`src/logic/ser_defines.svh`:
```
// Offsets, field positions, reset values and timing figures of the export router
`ifndef SER_DEFINES_SVH
`define SER_DEFINES_SVH

// ----------------------------------------
// Register offsets (byte addresses)
// ----------------------------------------
`define SER_OFF_CTRL    8'h00
`define SER_OFF_SCLKDIV 8'h04
`define SER_OFF_TBDIV   8'h08
`define SER_OFF_ROUTE   8'h0C
`define SER_OFF_STATUS  8'h10

// ----------------------------------------
// Control fields
// ----------------------------------------
`define SER_CTRL_SCLK_DIV 0
`define SER_CTRL_AWG      1
`define SER_CTRL_PLL      2
`define SER_CTRL_W        3
`define SER_CTRL_RST      3'h0

// ----------------------------------------
// Divider range and reset
// ----------------------------------------
`define SER_DIV_W   23
`define SER_DIV_MIN 23'h000002
`define SER_DIV_MAX 23'h400000
`define SER_DIV_RST 23'h000002

// ----------------------------------------
// Route fields and destinations
// ----------------------------------------
`define SER_ROUTE_FW  3
`define SER_DEST_N    10
`define SER_TRIG_N    7
`define SER_DEST_FA   7
`define SER_DEST_FB   8
`define SER_DEST_CLK  9
`define SER_ROUTE_RST 30'h00000000

// ----------------------------------------
// Marker stretch timing
// ----------------------------------------
`define SER_MARK_NS 150
`define SER_CLK_MHZ 200

`endif

```
`src/logic/ser_pkg.sv`:
```
// Types shared by the export router
package ser_pkg;

	// Export source selected per destination
	typedef enum logic [2:0] {
		SER_SRC_NONE,
		SER_SRC_SCLK,
		SER_SRC_TB,
		SER_SRC_PLL,
		SER_SRC_START,
		SER_SRC_MARKER
	} ser_src_t;

endpackage

```
`src/logic/ser_router.sv`:
```
// Signal export router: dividers, marker stretcher, pin mux and AHB-Lite registers
`timescale 1ns/1ps
`include "ser_defines.svh"

// Notes on behaviour
// - Seven backplane trigger lines are export destinations
// - Sample clock divided for trigger and front lines
// - Timebase always divided before trigger or front
// - Timebase divisor accepted from 2 to 4194304
// - Timebase divisor is two after reset
// - Sample clock export: straight through or divided
// - Timebase drives block and is export source
// - PLL reference exported only while configured
// - Start trigger routable, never to clock output
// - Marker event marks configured waveform sample
// - Marker routable in arbitrary mode, not clock
// - Legacy trigger index x drives line x
// - Exported marker stretched to at least 150 ns
module ser_router
	import ser_pkg::*;
#(
	parameter int DIV_W  = `SER_DIV_W,
	parameter int TRIG_N = `SER_TRIG_N
) (
	// Clock, reset, enable
	input  wire logic              hclk,
	input  wire logic              hresetn,
	input  wire logic              ce,
	// AHB-Lite slave
	input  wire logic              hsel,
	input  wire logic [31:0]       haddr,
	input  wire logic [1:0]        htrans,
	input  wire logic              hwrite,
	input  wire logic [2:0]        hsize,
	input  wire logic [31:0]       hwdata,
	input  wire logic              hready,
	output logic                   hreadyout,
	output logic                   hresp,
	output logic [31:0]            hrdata,
	// Internal timing sources
	input  wire logic              sample_clk,
	input  wire logic              start_cond,
	input  wire logic              marker_in,
	input  wire logic              pll_ref_clk,
	// Backplane trigger lines
	output logic [TRIG_N-1:0]      trig_out,
	output logic [TRIG_N-1:0]      trig_oe,
	// Front panel lines
	output logic                   front_line_a_out,
	output logic                   front_line_a_oe,
	output logic                   front_line_b_out,
	output logic                   front_line_b_oe,
	// Clock output connector
	output logic                   clk_out,
	output logic                   clk_oe
);

	// ----------------------------------------
	// Constants
	// ----------------------------------------
	localparam int MK_CYC_I = (`SER_MARK_NS * `SER_CLK_MHZ + 999) / 1000;
	localparam int MK_W     = 8;
	localparam logic [MK_W-1:0] MK_CYC = MK_W'((MK_CYC_I < 1) ? 1 : MK_CYC_I);
	localparam int DEST_N   = `SER_DEST_N;
	localparam int FW       = `SER_ROUTE_FW;

	// ----------------------------------------
	// Registers
	// ----------------------------------------
	logic [`SER_CTRL_W-1:0]  ctrl;
	logic [DIV_W-1:0]        div_val [2];
	logic [DEST_N*FW-1:0]    route;
	logic                    div_rejected;
	logic                    wr_pend;
	logic [7:0]              wr_addr;
	logic                    addr_ok;
	logic                    div_ok;
	logic [DIV_W-1:0]        wr_div;

	assign hreadyout = ce;
	assign hresp     = 1'b0;
	assign addr_ok   = hsel & htrans[1] & hready & ce;
	assign wr_div    = hwdata[DIV_W-1:0];
	assign div_ok    = (hwdata[31:DIV_W] == '0) && (wr_div >= `SER_DIV_MIN)
		&& (wr_div <= `SER_DIV_MAX);

	// ----------------------------------------
	// Address phase capture
	// ----------------------------------------
	always_ff @(posedge hclk or negedge hresetn) begin
		if (!hresetn) begin
			wr_pend <= 1'b0;
			wr_addr <= 8'h00;
		end else if (ce) begin
			wr_pend <= addr_ok & hwrite;
			wr_addr <= haddr[7:0];
		end
	end

	// ----------------------------------------
	// Register writes
	// ----------------------------------------
	always_ff @(posedge hclk or negedge hresetn) begin
		if (!hresetn) begin
			ctrl         <= `SER_CTRL_RST;
			div_val[0]   <= `SER_DIV_RST;
			div_val[1]   <= `SER_DIV_RST;
			route        <= `SER_ROUTE_RST;
			div_rejected <= 1'b0;
		end else if (ce && wr_pend) begin
			unique case (wr_addr)
				`SER_OFF_CTRL: ctrl <= hwdata[`SER_CTRL_W-1:0];
				`SER_OFF_SCLKDIV: begin
					if (div_ok) begin
						div_val[0] <= wr_div;
					end
					div_rejected <= !div_ok;
				end
				`SER_OFF_TBDIV: begin
					if (div_ok) begin
						div_val[1] <= wr_div;
					end
					div_rejected <= !div_ok;
				end
				`SER_OFF_ROUTE: route <= hwdata[DEST_N*FW-1:0];
				default: ;
			endcase
		end
	end

	// ----------------------------------------
	// Sample clock edge detect
	// ----------------------------------------
	logic sclk_prev;
	logic sclk_q;
	logic sclk_rise;

	always_ff @(posedge hclk or negedge hresetn) begin
		if (!hresetn) begin
			sclk_prev <= 1'b0;
			sclk_q    <= 1'b0;
		end else if (ce) begin
			sclk_prev <= sample_clk;
			sclk_q    <= sample_clk;
		end
	end

	assign sclk_rise = sample_clk & ~sclk_prev;

	// ----------------------------------------
	// Dividers: 0 sample clock, 1 timebase
	// ----------------------------------------
	logic [1:0] div_out;

	genvar gi;
	generate
		for (gi = 0; gi < 2; gi++) begin : g_div
			logic [DIV_W-1:0] cnt;
			logic [DIV_W-1:0] next_cnt;
			logic             tick;

			// Timebase divider ticks every hclk, sample divider on its rising edges
			assign tick     = (gi == 0) ? sclk_rise : 1'b1;
			assign next_cnt = (cnt >= div_val[gi] - DIV_W'(1)) ? '0 : cnt + 1'b1;

			always_ff @(posedge hclk or negedge hresetn) begin
				if (!hresetn) begin
					cnt         <= '0;
					div_out[gi] <= 1'b0;
				end else if (ce && tick) begin
					cnt         <= next_cnt;
					div_out[gi] <= next_cnt < (div_val[gi] >> 1);
				end
			end
		end
	endgenerate

	// ----------------------------------------
	// Start trigger and marker stretcher
	// ----------------------------------------
	logic            start_q;
	logic            mark_q;
	logic [MK_W-1:0] mark_cnt;

	always_ff @(posedge hclk or negedge hresetn) begin
		if (!hresetn) begin
			start_q <= 1'b0;
		end else if (ce) begin
			start_q <= start_cond;
		end
	end

	always_ff @(posedge hclk or negedge hresetn) begin
		if (!hresetn) begin
			mark_cnt <= '0;
			mark_q   <= 1'b0;
		end else if (ce) begin
			if (marker_in) begin
				mark_cnt <= MK_CYC;
			end else if (mark_cnt != '0) begin
				mark_cnt <= mark_cnt - 1'b1;
			end
			mark_q <= marker_in | (mark_cnt > MK_W'(1));
		end
	end

	// ----------------------------------------
	// Destination mux
	// ----------------------------------------
	logic [DEST_N-1:0] pin_q;
	logic [DEST_N-1:0] oe_q;

	generate
		for (gi = 0; gi < DEST_N; gi++) begin : g_dest
			ser_src_t sel;
			logic     next_pin;
			logic     next_oe;
			localparam bit IS_CLK = (gi == `SER_DEST_CLK);

			assign sel = ser_src_t'(route[gi*FW +: FW]);

			always_comb begin
				next_pin = 1'b0;
				next_oe  = 1'b1;
				unique case (sel)
					SER_SRC_SCLK: begin
						if (IS_CLK && !ctrl[`SER_CTRL_SCLK_DIV]) begin
							next_pin = sclk_q;
						end else begin
							next_pin = div_out[0];
						end
					end
					SER_SRC_TB: next_pin = div_out[1];
					SER_SRC_PLL: begin
						next_pin = ctrl[`SER_CTRL_PLL] & pll_ref_clk;
						next_oe  = ctrl[`SER_CTRL_PLL];
					end
					SER_SRC_START: begin
						next_pin = !IS_CLK & start_q;
						next_oe  = !IS_CLK;
					end
					SER_SRC_MARKER: begin
						next_oe  = !IS_CLK & ctrl[`SER_CTRL_AWG];
						next_pin = next_oe & mark_q;
					end
					default: begin
						next_pin = 1'b0;
						next_oe  = 1'b0;
					end
				endcase
			end

			always_ff @(posedge hclk or negedge hresetn) begin
				if (!hresetn) begin
					pin_q[gi] <= 1'b0;
					oe_q[gi]  <= 1'b0;
				end else if (ce) begin
					pin_q[gi] <= next_pin;
					oe_q[gi]  <= next_oe;
				end
			end
		end
	endgenerate

	// ----------------------------------------
	// Pin assignment
	// ----------------------------------------
	assign trig_out         = pin_q[TRIG_N-1:0];
	assign trig_oe          = oe_q[TRIG_N-1:0];
	assign front_line_a_out = pin_q[`SER_DEST_FA];
	assign front_line_a_oe  = oe_q[`SER_DEST_FA];
	assign front_line_b_out = pin_q[`SER_DEST_FB];
	assign front_line_b_oe  = oe_q[`SER_DEST_FB];
	assign clk_out          = pin_q[`SER_DEST_CLK];
	assign clk_oe           = oe_q[`SER_DEST_CLK];

	// ----------------------------------------
	// Read data
	// ----------------------------------------
	always_ff @(posedge hclk or negedge hresetn) begin
		if (!hresetn) begin
			hrdata <= 32'h00000000;
		end else if (ce && addr_ok && !hwrite) begin
			unique case (haddr[7:0])
				`SER_OFF_CTRL:    hrdata <= 32'(ctrl);
				`SER_OFF_SCLKDIV: hrdata <= 32'(div_val[0]);
				`SER_OFF_TBDIV:   hrdata <= 32'(div_val[1]);
				`SER_OFF_ROUTE:   hrdata <= 32'(route);
				`SER_OFF_STATUS:  hrdata <= 32'({oe_q, pin_q, div_rejected});
				default:          hrdata <= 32'h00000000;
			endcase
		end
	end

endmodule

```
`config.mk`:
```
export PLATFORM = sky130hd
export DESIGN_NAME = ser_router
export DESIGN_NICKNAME = d
export VERILOG_FILES = /design/src/logic/ser_pkg.sv /design/src/logic/ser_router.sv
export VERILOG_INCLUDE_DIRS = /design/src /design/src/logic
export SDC_FILE = /design/constraint.sdc
export NUM_CORES = 1
export LEC_CHECK = 0
export BUFFER_PORTS_ARGS = -buffer_cell sky130_fd_sc_hd__buf_2
export CAP_MARGIN = 0
export CORE_UTILIZATION = 30
export CTS_BUF_LIST = sky130_fd_sc_hd__clkbuf_8 sky130_fd_sc_hd__clkbuf_16
export DETAILED_ROUTE_END_ITERATION = 10
export PLACE_DENSITY = 0.59
export SLEW_MARGIN = 20
export SYNTH_ARGS = -nofsm -noshare
export SYNTH_HDL_FRONTEND = slang
export SYNTH_SLANG_ARGS = --single-unit
```
`constraint.sdc`:
```
create_clock -name hclk -period 4.71 [get_ports hclk]
set_input_delay 0.2355 -clock hclk [delete_from_list [all_inputs] [get_ports hclk]]
set_output_delay 0.2355 -clock hclk [all_outputs]
set_load 0.05 [all_outputs]
```
==> results of run 1 <==
==> layout make-up <==
type / instances / area, sq um
clock buffers: 18 / 439
clock inverters: 14 / 171
fillers: 4395 / 27200
inverters: 80 / 300
multi-input cells: 1061 / 7950
flip-flops and latches: 198 / 4960
well taps: 585 / 732
repair buffers: 186 / 1250
==> registers in the layout, indices dropped and copies added (netlist names) <==
| signal | flops |
|---|---|
| div_val | 46 |
| g_div.cnt | 46 |
| hrdata | 30 |
| route | 30 |
| mark_cnt | 8 |
| wr_addr | 8 |
| trig_oe | 7 |
| trig_out | 7 |
| ctrl | 3 |
| div_out | 2 |
| clk_oe | 1 |
| clk_out | 1 |
| div_rejected | 1 |
| front_line_a_oe | 1 |
| front_line_a_out | 1 |
| front_line_b_oe | 1 |
| front_line_b_out | 1 |
| mark_q | 1 |
| sclk_q | 1 |
| start_q | 1 |
| wr_pend | 1 |
==> cell usage after synthesis (all sizes together) (5+ instances only) <==
library cell,n,area [sq um]
a211oi,15,113
nand4,27,169
buf,27,145
nor2,131,504
ha,94,1180
and4,8,70.1
and3,16,100
mux2,90,1010
a21boi,7,52.6
dfrtp,196,4900
inv,79,297
a22o,42,368
a21o,28,210
clkbuf,48,180
a222oi,21,210
or2,5,31.3
a21oi,74,370
nand2,112,423
o2111ai,8,70.1
a221o,5,50.1
nand3,30,150
nor3,32,165
nor4,20,140
or4,6,52.6
mux2i,19,190
xor2,17,149
and2,5,31.3
xnor2,68,596
nor2b,25,156
or3,13,81.3
o21ai,93,465
==> power groups by stage <==
stage	combinational [mW]	sequential (mW)	clock, mW
after global routing	0.739	1.90	1.61
after floorplan	0.410	1.89	0
final	0.651	1.89	1.52
after detailed placement	0.604	1.92	0
after CTS	0.626	1.89	1.54
after global placement	0.581	1.92	0
==> final timing paths <==
| kind | to | slack, ns |
|---|---|---|
| hold reg to reg | hrdata[5] | 0.48 |
| setup / recovery | div_out[0] | -0.20 |
| max in group asynchronous | g_div[0].cnt[7] | 2.96 |
| min in group asynchronous | front_line_a_oe | 0.47 |
| setup reg to reg | div_out[0] | -0.20 |
| hold / removal | route[23] | 0.03 |
==> stage by stage <==
step	hold WS [ns]	setup WS [ns]	area, sq um	TNS [ns]	util, %
floorplan	-0.0601	-0.0831	13200	-0.0831	-
global placement	0.432	-0.266	14600	-1.91	34.0
detailed placement	0.435	-0.339	14600	-3.28	34.0
CTS	0.00369	-0.196	15400	-0.196	35.9
global route	0.0178	-0.537	15800	-0.777	36.8
finish	0.0290	-0.198	15800	-0.221	36.8
==> routing by layer <==
| metal | vias to the layer above | routed length (um) |
|---|---|---|
| met4 | 0 | 610 |
| met1 | 5624 | 19300 |
| met5 | - | 0 |
| met2 | 348 | 18600 |
| met3 | 34 | 2470 |
| li1 | 5359 | - |
==> placed cells by master (no fill, tap or decap), drive strengths merged, types with 20 or more instances in the layout <==
cell type,synthesis,layout
xnor2,68,68
inv,79,86
a22o,42,42
nor2,131,131
o21ai,93,93
a222oi,21,21
buf,27,182
mux2,90,90
a21oi,74,74
dfrtp,196,196
nand3,30,30
ha,94,94
nand4,27,27
nor4,20,20
nor3,32,32
a21o,28,28
nor2b,25,25
nand2,112,112
==> kinds of logic (layout without fill, tap and decap cells) <==
| kind of cell | after synthesis | in the layout |
|---|---|---|
| simple gates | 442 | 442 |
| compound gates | 328 | 328 |
| flops | 198 | 198 |
| buf+inv | 155 | 298 |
| mux | 109 | 109 |
| fa+ha+maj | 94 | 94 |
| xor+xnor | 85 | 85 |
| other cells | 1 | 3 |
==> critical path, stage by stage, from the launching register on <==
cell      delay (ns)
dfrtp_1         0.39
or4_4           0.55
or4_4           0.51
nor2_4          0.16
nand2_2         0.10
nor4_4          0.22
buf_4           0.17
nand2_1         0.06
xnor2_1         0.13
ha_1            0.27
nand2_1         0.07
nor3_2          0.22
nand4_1         0.14
a211oi_2        0.26
or2_1           0.18
buf_12          0.17
nor2_2          0.05
ha_1            0.31
a21o_1          0.17
nand3_1         0.06
a21oi_1         0.07
o21bai_1        0.14
a32oi_1         0.12
a31oi_1         0.19
o21a_1          0.14
==> repair_timing <==
action,4_1_cts,5_1_grt
resized for setup,28,61
hold endpoints to repair,89,1
hold buffers,1,1
cloned,1,0
buffers inserted,5,12
pin swaps,19,40
endpoints found under the setup margin,21,2
==> flow_metrics.tcl, run 1 <==
set metrics [dict create \
    status "finished, violations left" \
    violations "negative setup slack" \
    hold_path_class "in2reg" \
    grt_start_max_net_pins 112 \
    syn_inst 1412 \
    dp_hpwl_mm 29.9 \
    synth_cell_type_count 67 \
    dp_cells 2092 \
    p_sw_share_pct 31.5 \
    io_pins 133 \
    slew_headroom_pct 29.4 \
    start_util_pct 30.4 \
    critPathKind "reg2reg" \
    p_int_mw 2.78 \
    firstDrtPassIters 6 \
    arrival_ns 5.29 \
    synth_xor_area_share_pct 5.70 \
    hold_depth 2 \
    drt_iter0_drc 877 \
    crit_required_ns 5.09 \
    route.detailed.drc 0 \
    cts_buffer_depth 2 \
    vias 11365 \
    stdcell_count 2142 \
    cap_violations 0 \
    tightest_slew_ns 1.06 \
    synth_edf_count 0 \
    grtUsageMet3_pct 3.24 \
    viasPerCell 5.31 \
    grt_util_met1_pct 26.7 \
    pwr-share-seq_pct 46.6 \
    power.density_nw_per_um2 257 \
    antenna_found_initial 1 \
    synthFlopType "dfrtp_1" \
    period_needed_ns 4.91 \
    fmax_mhz 204 \
    rsz0062_at_grt "true" \
    total_power_mw 4.06 \
    power_frac_comb_pct 16.0 \
    grt_overflow 0 \
    power_frac_clock_pct 37.4 \
    grt_util_met2_pct 29.1 \
    numClockSinks 198 \
    r2r_cells 24 \
    clk_latency_ns 0.45 \
    ys_ff_latch 198 \
    port_buffers 101 \
    ir_drop_uv 207 \
    place_congestion 0.890 \
    ant_nets 0 \
    grt_pass1_wl_mm 64.2 \
    critPathLaunch "div_val[28]" \
    die_x_um 211 \
    layout.nets 1717 \
    fp.dieH_um 211 \
    power.switching_mw 1.28 \
    cp-start-kind "flip-flop" \
    report.final.slew_viol_count 0 \
    drt-total-wl_mm 41.0 \
    syn_avg_cell_area_sq_um 9.26 \
    die-area_sq_um 44400 \
    grt_pass1_vias 11174 \
    clk_pin_slew_ns 0.09 \
    synth_top_family_by_area "compound AO/OA/AOI/OAI gates" \
    fp-row-count 76 \
    r2r-start "div_val[28]" \
    cts_root_buf "clkbuf_16" \
    layout-drive-gt1-share_pct 25.0 \
    cts.htree.levels 4 \
    synth-adder-area-share_pct 9.00 \
    crit_fanout 23 \
    finClkSkew_ns 0.0150 \
    async_flop_share_pct 100 \
    diodes 0 \
    synth_compound_area_share_pct 16.7 \
    syn2layout_area_growth_pct 20.9 \
    hp-start "hwdata[23]" \
    timing.final.crit_share_pct 104 \
    yosysSeqAreaShare_pct 37.9 \
    synth_mux_area_share_pct 9.21 \
    synthSimpleGateAreaFrac_pct 16.6 \
    setup_slack_ns -0.198 \
    cts_tree "built" \
    wire_per_inst_um 19.1 \
    grt_usage_pct 18.7 \
    worstSetupEndpointType "flip-flop" \
    syn_area_sq_um 13100 \
    yosys_warnings 0 \
    setup_viol 2 \
    hold_violations 0 \
    p_leak_nw 7.36 \
    core_sq_um 43000 \
    busiest_layer "met2" \
    cts_buffers 17 \
]
Power figures use the tool's default switching activity.
==> inputs of run 2 (changes only) <==
--- a/config.mk
+++ b/config.mk
@@ -12,6 +12,7 @@
 export CTS_BUF_LIST = sky130_fd_sc_hd__clkbuf_8 sky130_fd_sc_hd__clkbuf_16
 export DETAILED_ROUTE_END_ITERATION = 10
 export PLACE_DENSITY = 0.59
+export SETUP_SLACK_MARGIN = 0.5
 export SLEW_MARGIN = 20
 export SYNTH_ARGS = -nofsm -noshare
 export SYNTH_HDL_FRONTEND = slang
==> run 2 against run 1 <==
The run still ends with negative setup slack left. Clock skew is 0.0023 ns higher. Register-to-register slack hardly changed. Clock power is 3% higher. Combinational power hardly changed. Largest power group unchanged. Highest routed layer unchanged. Design area is 0.42% lower. Non-clock buffer count is 1 lower. Critical path type unchanged. Power is 1.3% higher. Largest cell class unchanged.
==> flow_metrics.tcl, run 2 (same netlist as run 1, synthesis figures left out) <==
set metrics [dict create \
    mostFrequentLayoutCells "dfrtp_1, nor2_1, nand2_1" \
    die-area_sq_um 44400 \
    r2r_cells 22 \
    layout-drive-gt1-share_pct 23.4 \
    hold_path_class "in2reg" \
    dp_hpwl_mm 30.0 \
    drt_iter0_drc 993 \
    cp_slowest_cell "or4_4" \
    io_pins 133 \
    grt_overflow 0 \
    final_common_cell "dfrtp_1" \
    layout.nets 1716 \
    drt-total-wl_mm 41.1 \
    die_x_um 211 \
    cts_tree "built" \
    numClockSinks 198 \
    ir_drop_uv 281 \
    violations "negative setup slack" \
    syn2layout_area_growth_pct 20.4 \
    p_leak_nw 7.39 \
    num-fill-cells 4376 \
    grt_start_max_net_pins 114 \
    critPathLaunch "div_val[28]" \
    cts_buffers 17 \
    clk_latency_ns 0.47 \
    reg2reg_slack_ns -0.21 \
    power_frac_clock_pct 38.1 \
    timing.rr.end "div_out[0]" \
    cap_violations 0 \
    finClkSkew_ns 0.0173 \
    wl_met2_mm 18.5 \
    worstSetupEndpointType "flip-flop" \
    critPathMaxStageDelay_ns 0.54 \
    stdcell_count 2142 \
    setup_viol 1 \
    setup_tns_ns -0.212 \
    clk_pin_slew_ns 0.09 \
    drt-met1-wl_mm 18.8 \
    cts_buffer_depth 2 \
    route.detailed.drc 0 \
    port_buffers 101 \
    pwr-share-seq_pct 46.1 \
    critical_path.endpoint "div_out[0]" \
    power.density_nw_per_um2 261 \
    vias 11338 \
    fin_area_sq_um 15700 \
    cts_root_buf "clkbuf_16" \
    fmax_mhz 203 \
    p_int_mw 2.82 \
    topRoutingLayerUsed "met4" \
    dp_cells 2086 \
    power.switching_mw 1.28 \
    top_regs "div_val x46, g_div.cnt x46" \
    crit_chain "or4_4, or4_4, nor2_4, nand2_4, nor3_4, xnor2_1, ha_1, buf_4, a221o_1, a221oi_2, o21ai_1, or2_4, buf_6, nor2_2, ha_1, a21o_1, nand3_1, a21oi_2, o21bai_1, a32oi_2, a31oi_1, o21a_1" \
    core_sq_um 43000 \
    route.met3.wl_mm 2.50 \
    rsz0062_at_grt "true" \
    fp-row-count 76 \
    slew_headroom_pct 29.4 \
    power_frac_comb_pct 15.9 \
    start_util_pct 30.4 \
    crit_fanout 4 \
    status "finished, violations left" \
    report.final.slew_viol_count 0 \
    grt_pass1_wl_mm 64.8 \
    critPathKind "reg2reg" \
    fp.dieH_um 211 \
    p_sw_share_pct 31.3 \
    cp-start-kind "flip-flop" \
    antenna_found_initial 1 \
    period_needed_ns 4.92 \
    grt_usage_pct 19.0 \
    hold_violations 0 \
    ant_nets 0 \
    utilization_pct 36.6 \
    viasPerCell 5.29 \
    tightest_slew_ns 1.06 \
    wire_per_inst_um 19.2 \
    setup_slack_ns -0.212 \
    crit_required_ns 5.11 \
    cts.htree.levels 4 \
    firstDrtPassIters 8 \
    hold_depth 2 \
    grt_pass1_vias 11100 \
    place_area_sq_um 14600 \
    r2r-start "div_val[28]" \
    pre_cts_slack_ns -0.284 \
    arrival_ns 5.33 \
    timing.final.crit_share_pct 104 \
    place_congestion 0.867 \
]
## run 2: cell count changes in the layout (fill, tap and decap cells not counted), sizes merged
cell / change
clkinvlp: -1
clkbuf: -1
clkinv: +4
bufbuf: -1
diode: +1
inv: -3
bufinv: +1
buf: -8
dlygate4sd3: +8
## run 2: per-stage QoR
stage / hold WS, ns / power (mW)
2_1_floorplan: -0.0601 / 2.30
3_3_place_gp: 0.429 / 2.51
3_5_place_dp: 0.434 / 2.53
4_1_cts: 0.000377 / 4.12
5_1_grt: 0.00181 / 4.30
6_report: 0.0136 / 4.11
## run 2: area by class of cell
cell class,count,area [sq um],area share (%)
multi-input cells,1061,7820,49.7
flip-flops and latches,198,4960,31.5
repair buffers,185,1290,8.21
well taps,585,732,4.65
clock buffers,17,425,2.70
inverters,80,300,1.91
clock inverters,15,210,1.34
diodes,1,2.50,0.0159
## run 2: worst min-delay path by stage
stage,startpoint,end,slack (ns)
after floorplan,hresetn,clk_oe,-0.06
after global placement,hresetn,g_div[0].cnt[3],0.43
after detailed placement,hresetn,g_div[0].cnt[3],0.43
after CTS,hwdata[23],route[23],0.0004
after global routing,hwdata[23],route[23],0.002
final,hwdata[23],route[23],0.01
## run 2: repair_timing
item | CTS | global route
setup buffers | 7 | 3
hold buffers | 9 | 1
cloned | 2 | 1
pin swaps | 23 | 15
hold endpoints to repair | 120 | 1
gates resized for setup | 28 | 26
endpoints found under the setup margin | 23 | 25
## run 2: worst max-delay path, delay by kind of cell (launching register included)
kind            cells  cell delay, ns
fa+ha+maj           2            0.58
simple gates        8            1.97
compound gates      9            1.59
flops               1            0.38
buf+inv             2            0.28
xor+xnor            1            0.10
## run 2: metal layers
layer	up-vias	track usage [%]
met2	376	29.9
met3	71	3.27
met5	-	0
met4	0	7.22
li1	5350	-
met1	5541	25.9
## run 2: power groups by stage
stage / registers (mW) / logic [mW] / clock network, mW
after floorplan: 1.89 / 0.410 / 0
after global placement: 1.92 / 0.591 / 0
after detailed placement: 1.92 / 0.611 / 0
after CTS: 1.89 / 0.637 / 1.59
after global routing: 1.90 / 0.736 / 1.66
final: 1.89 / 0.652 / 1.56
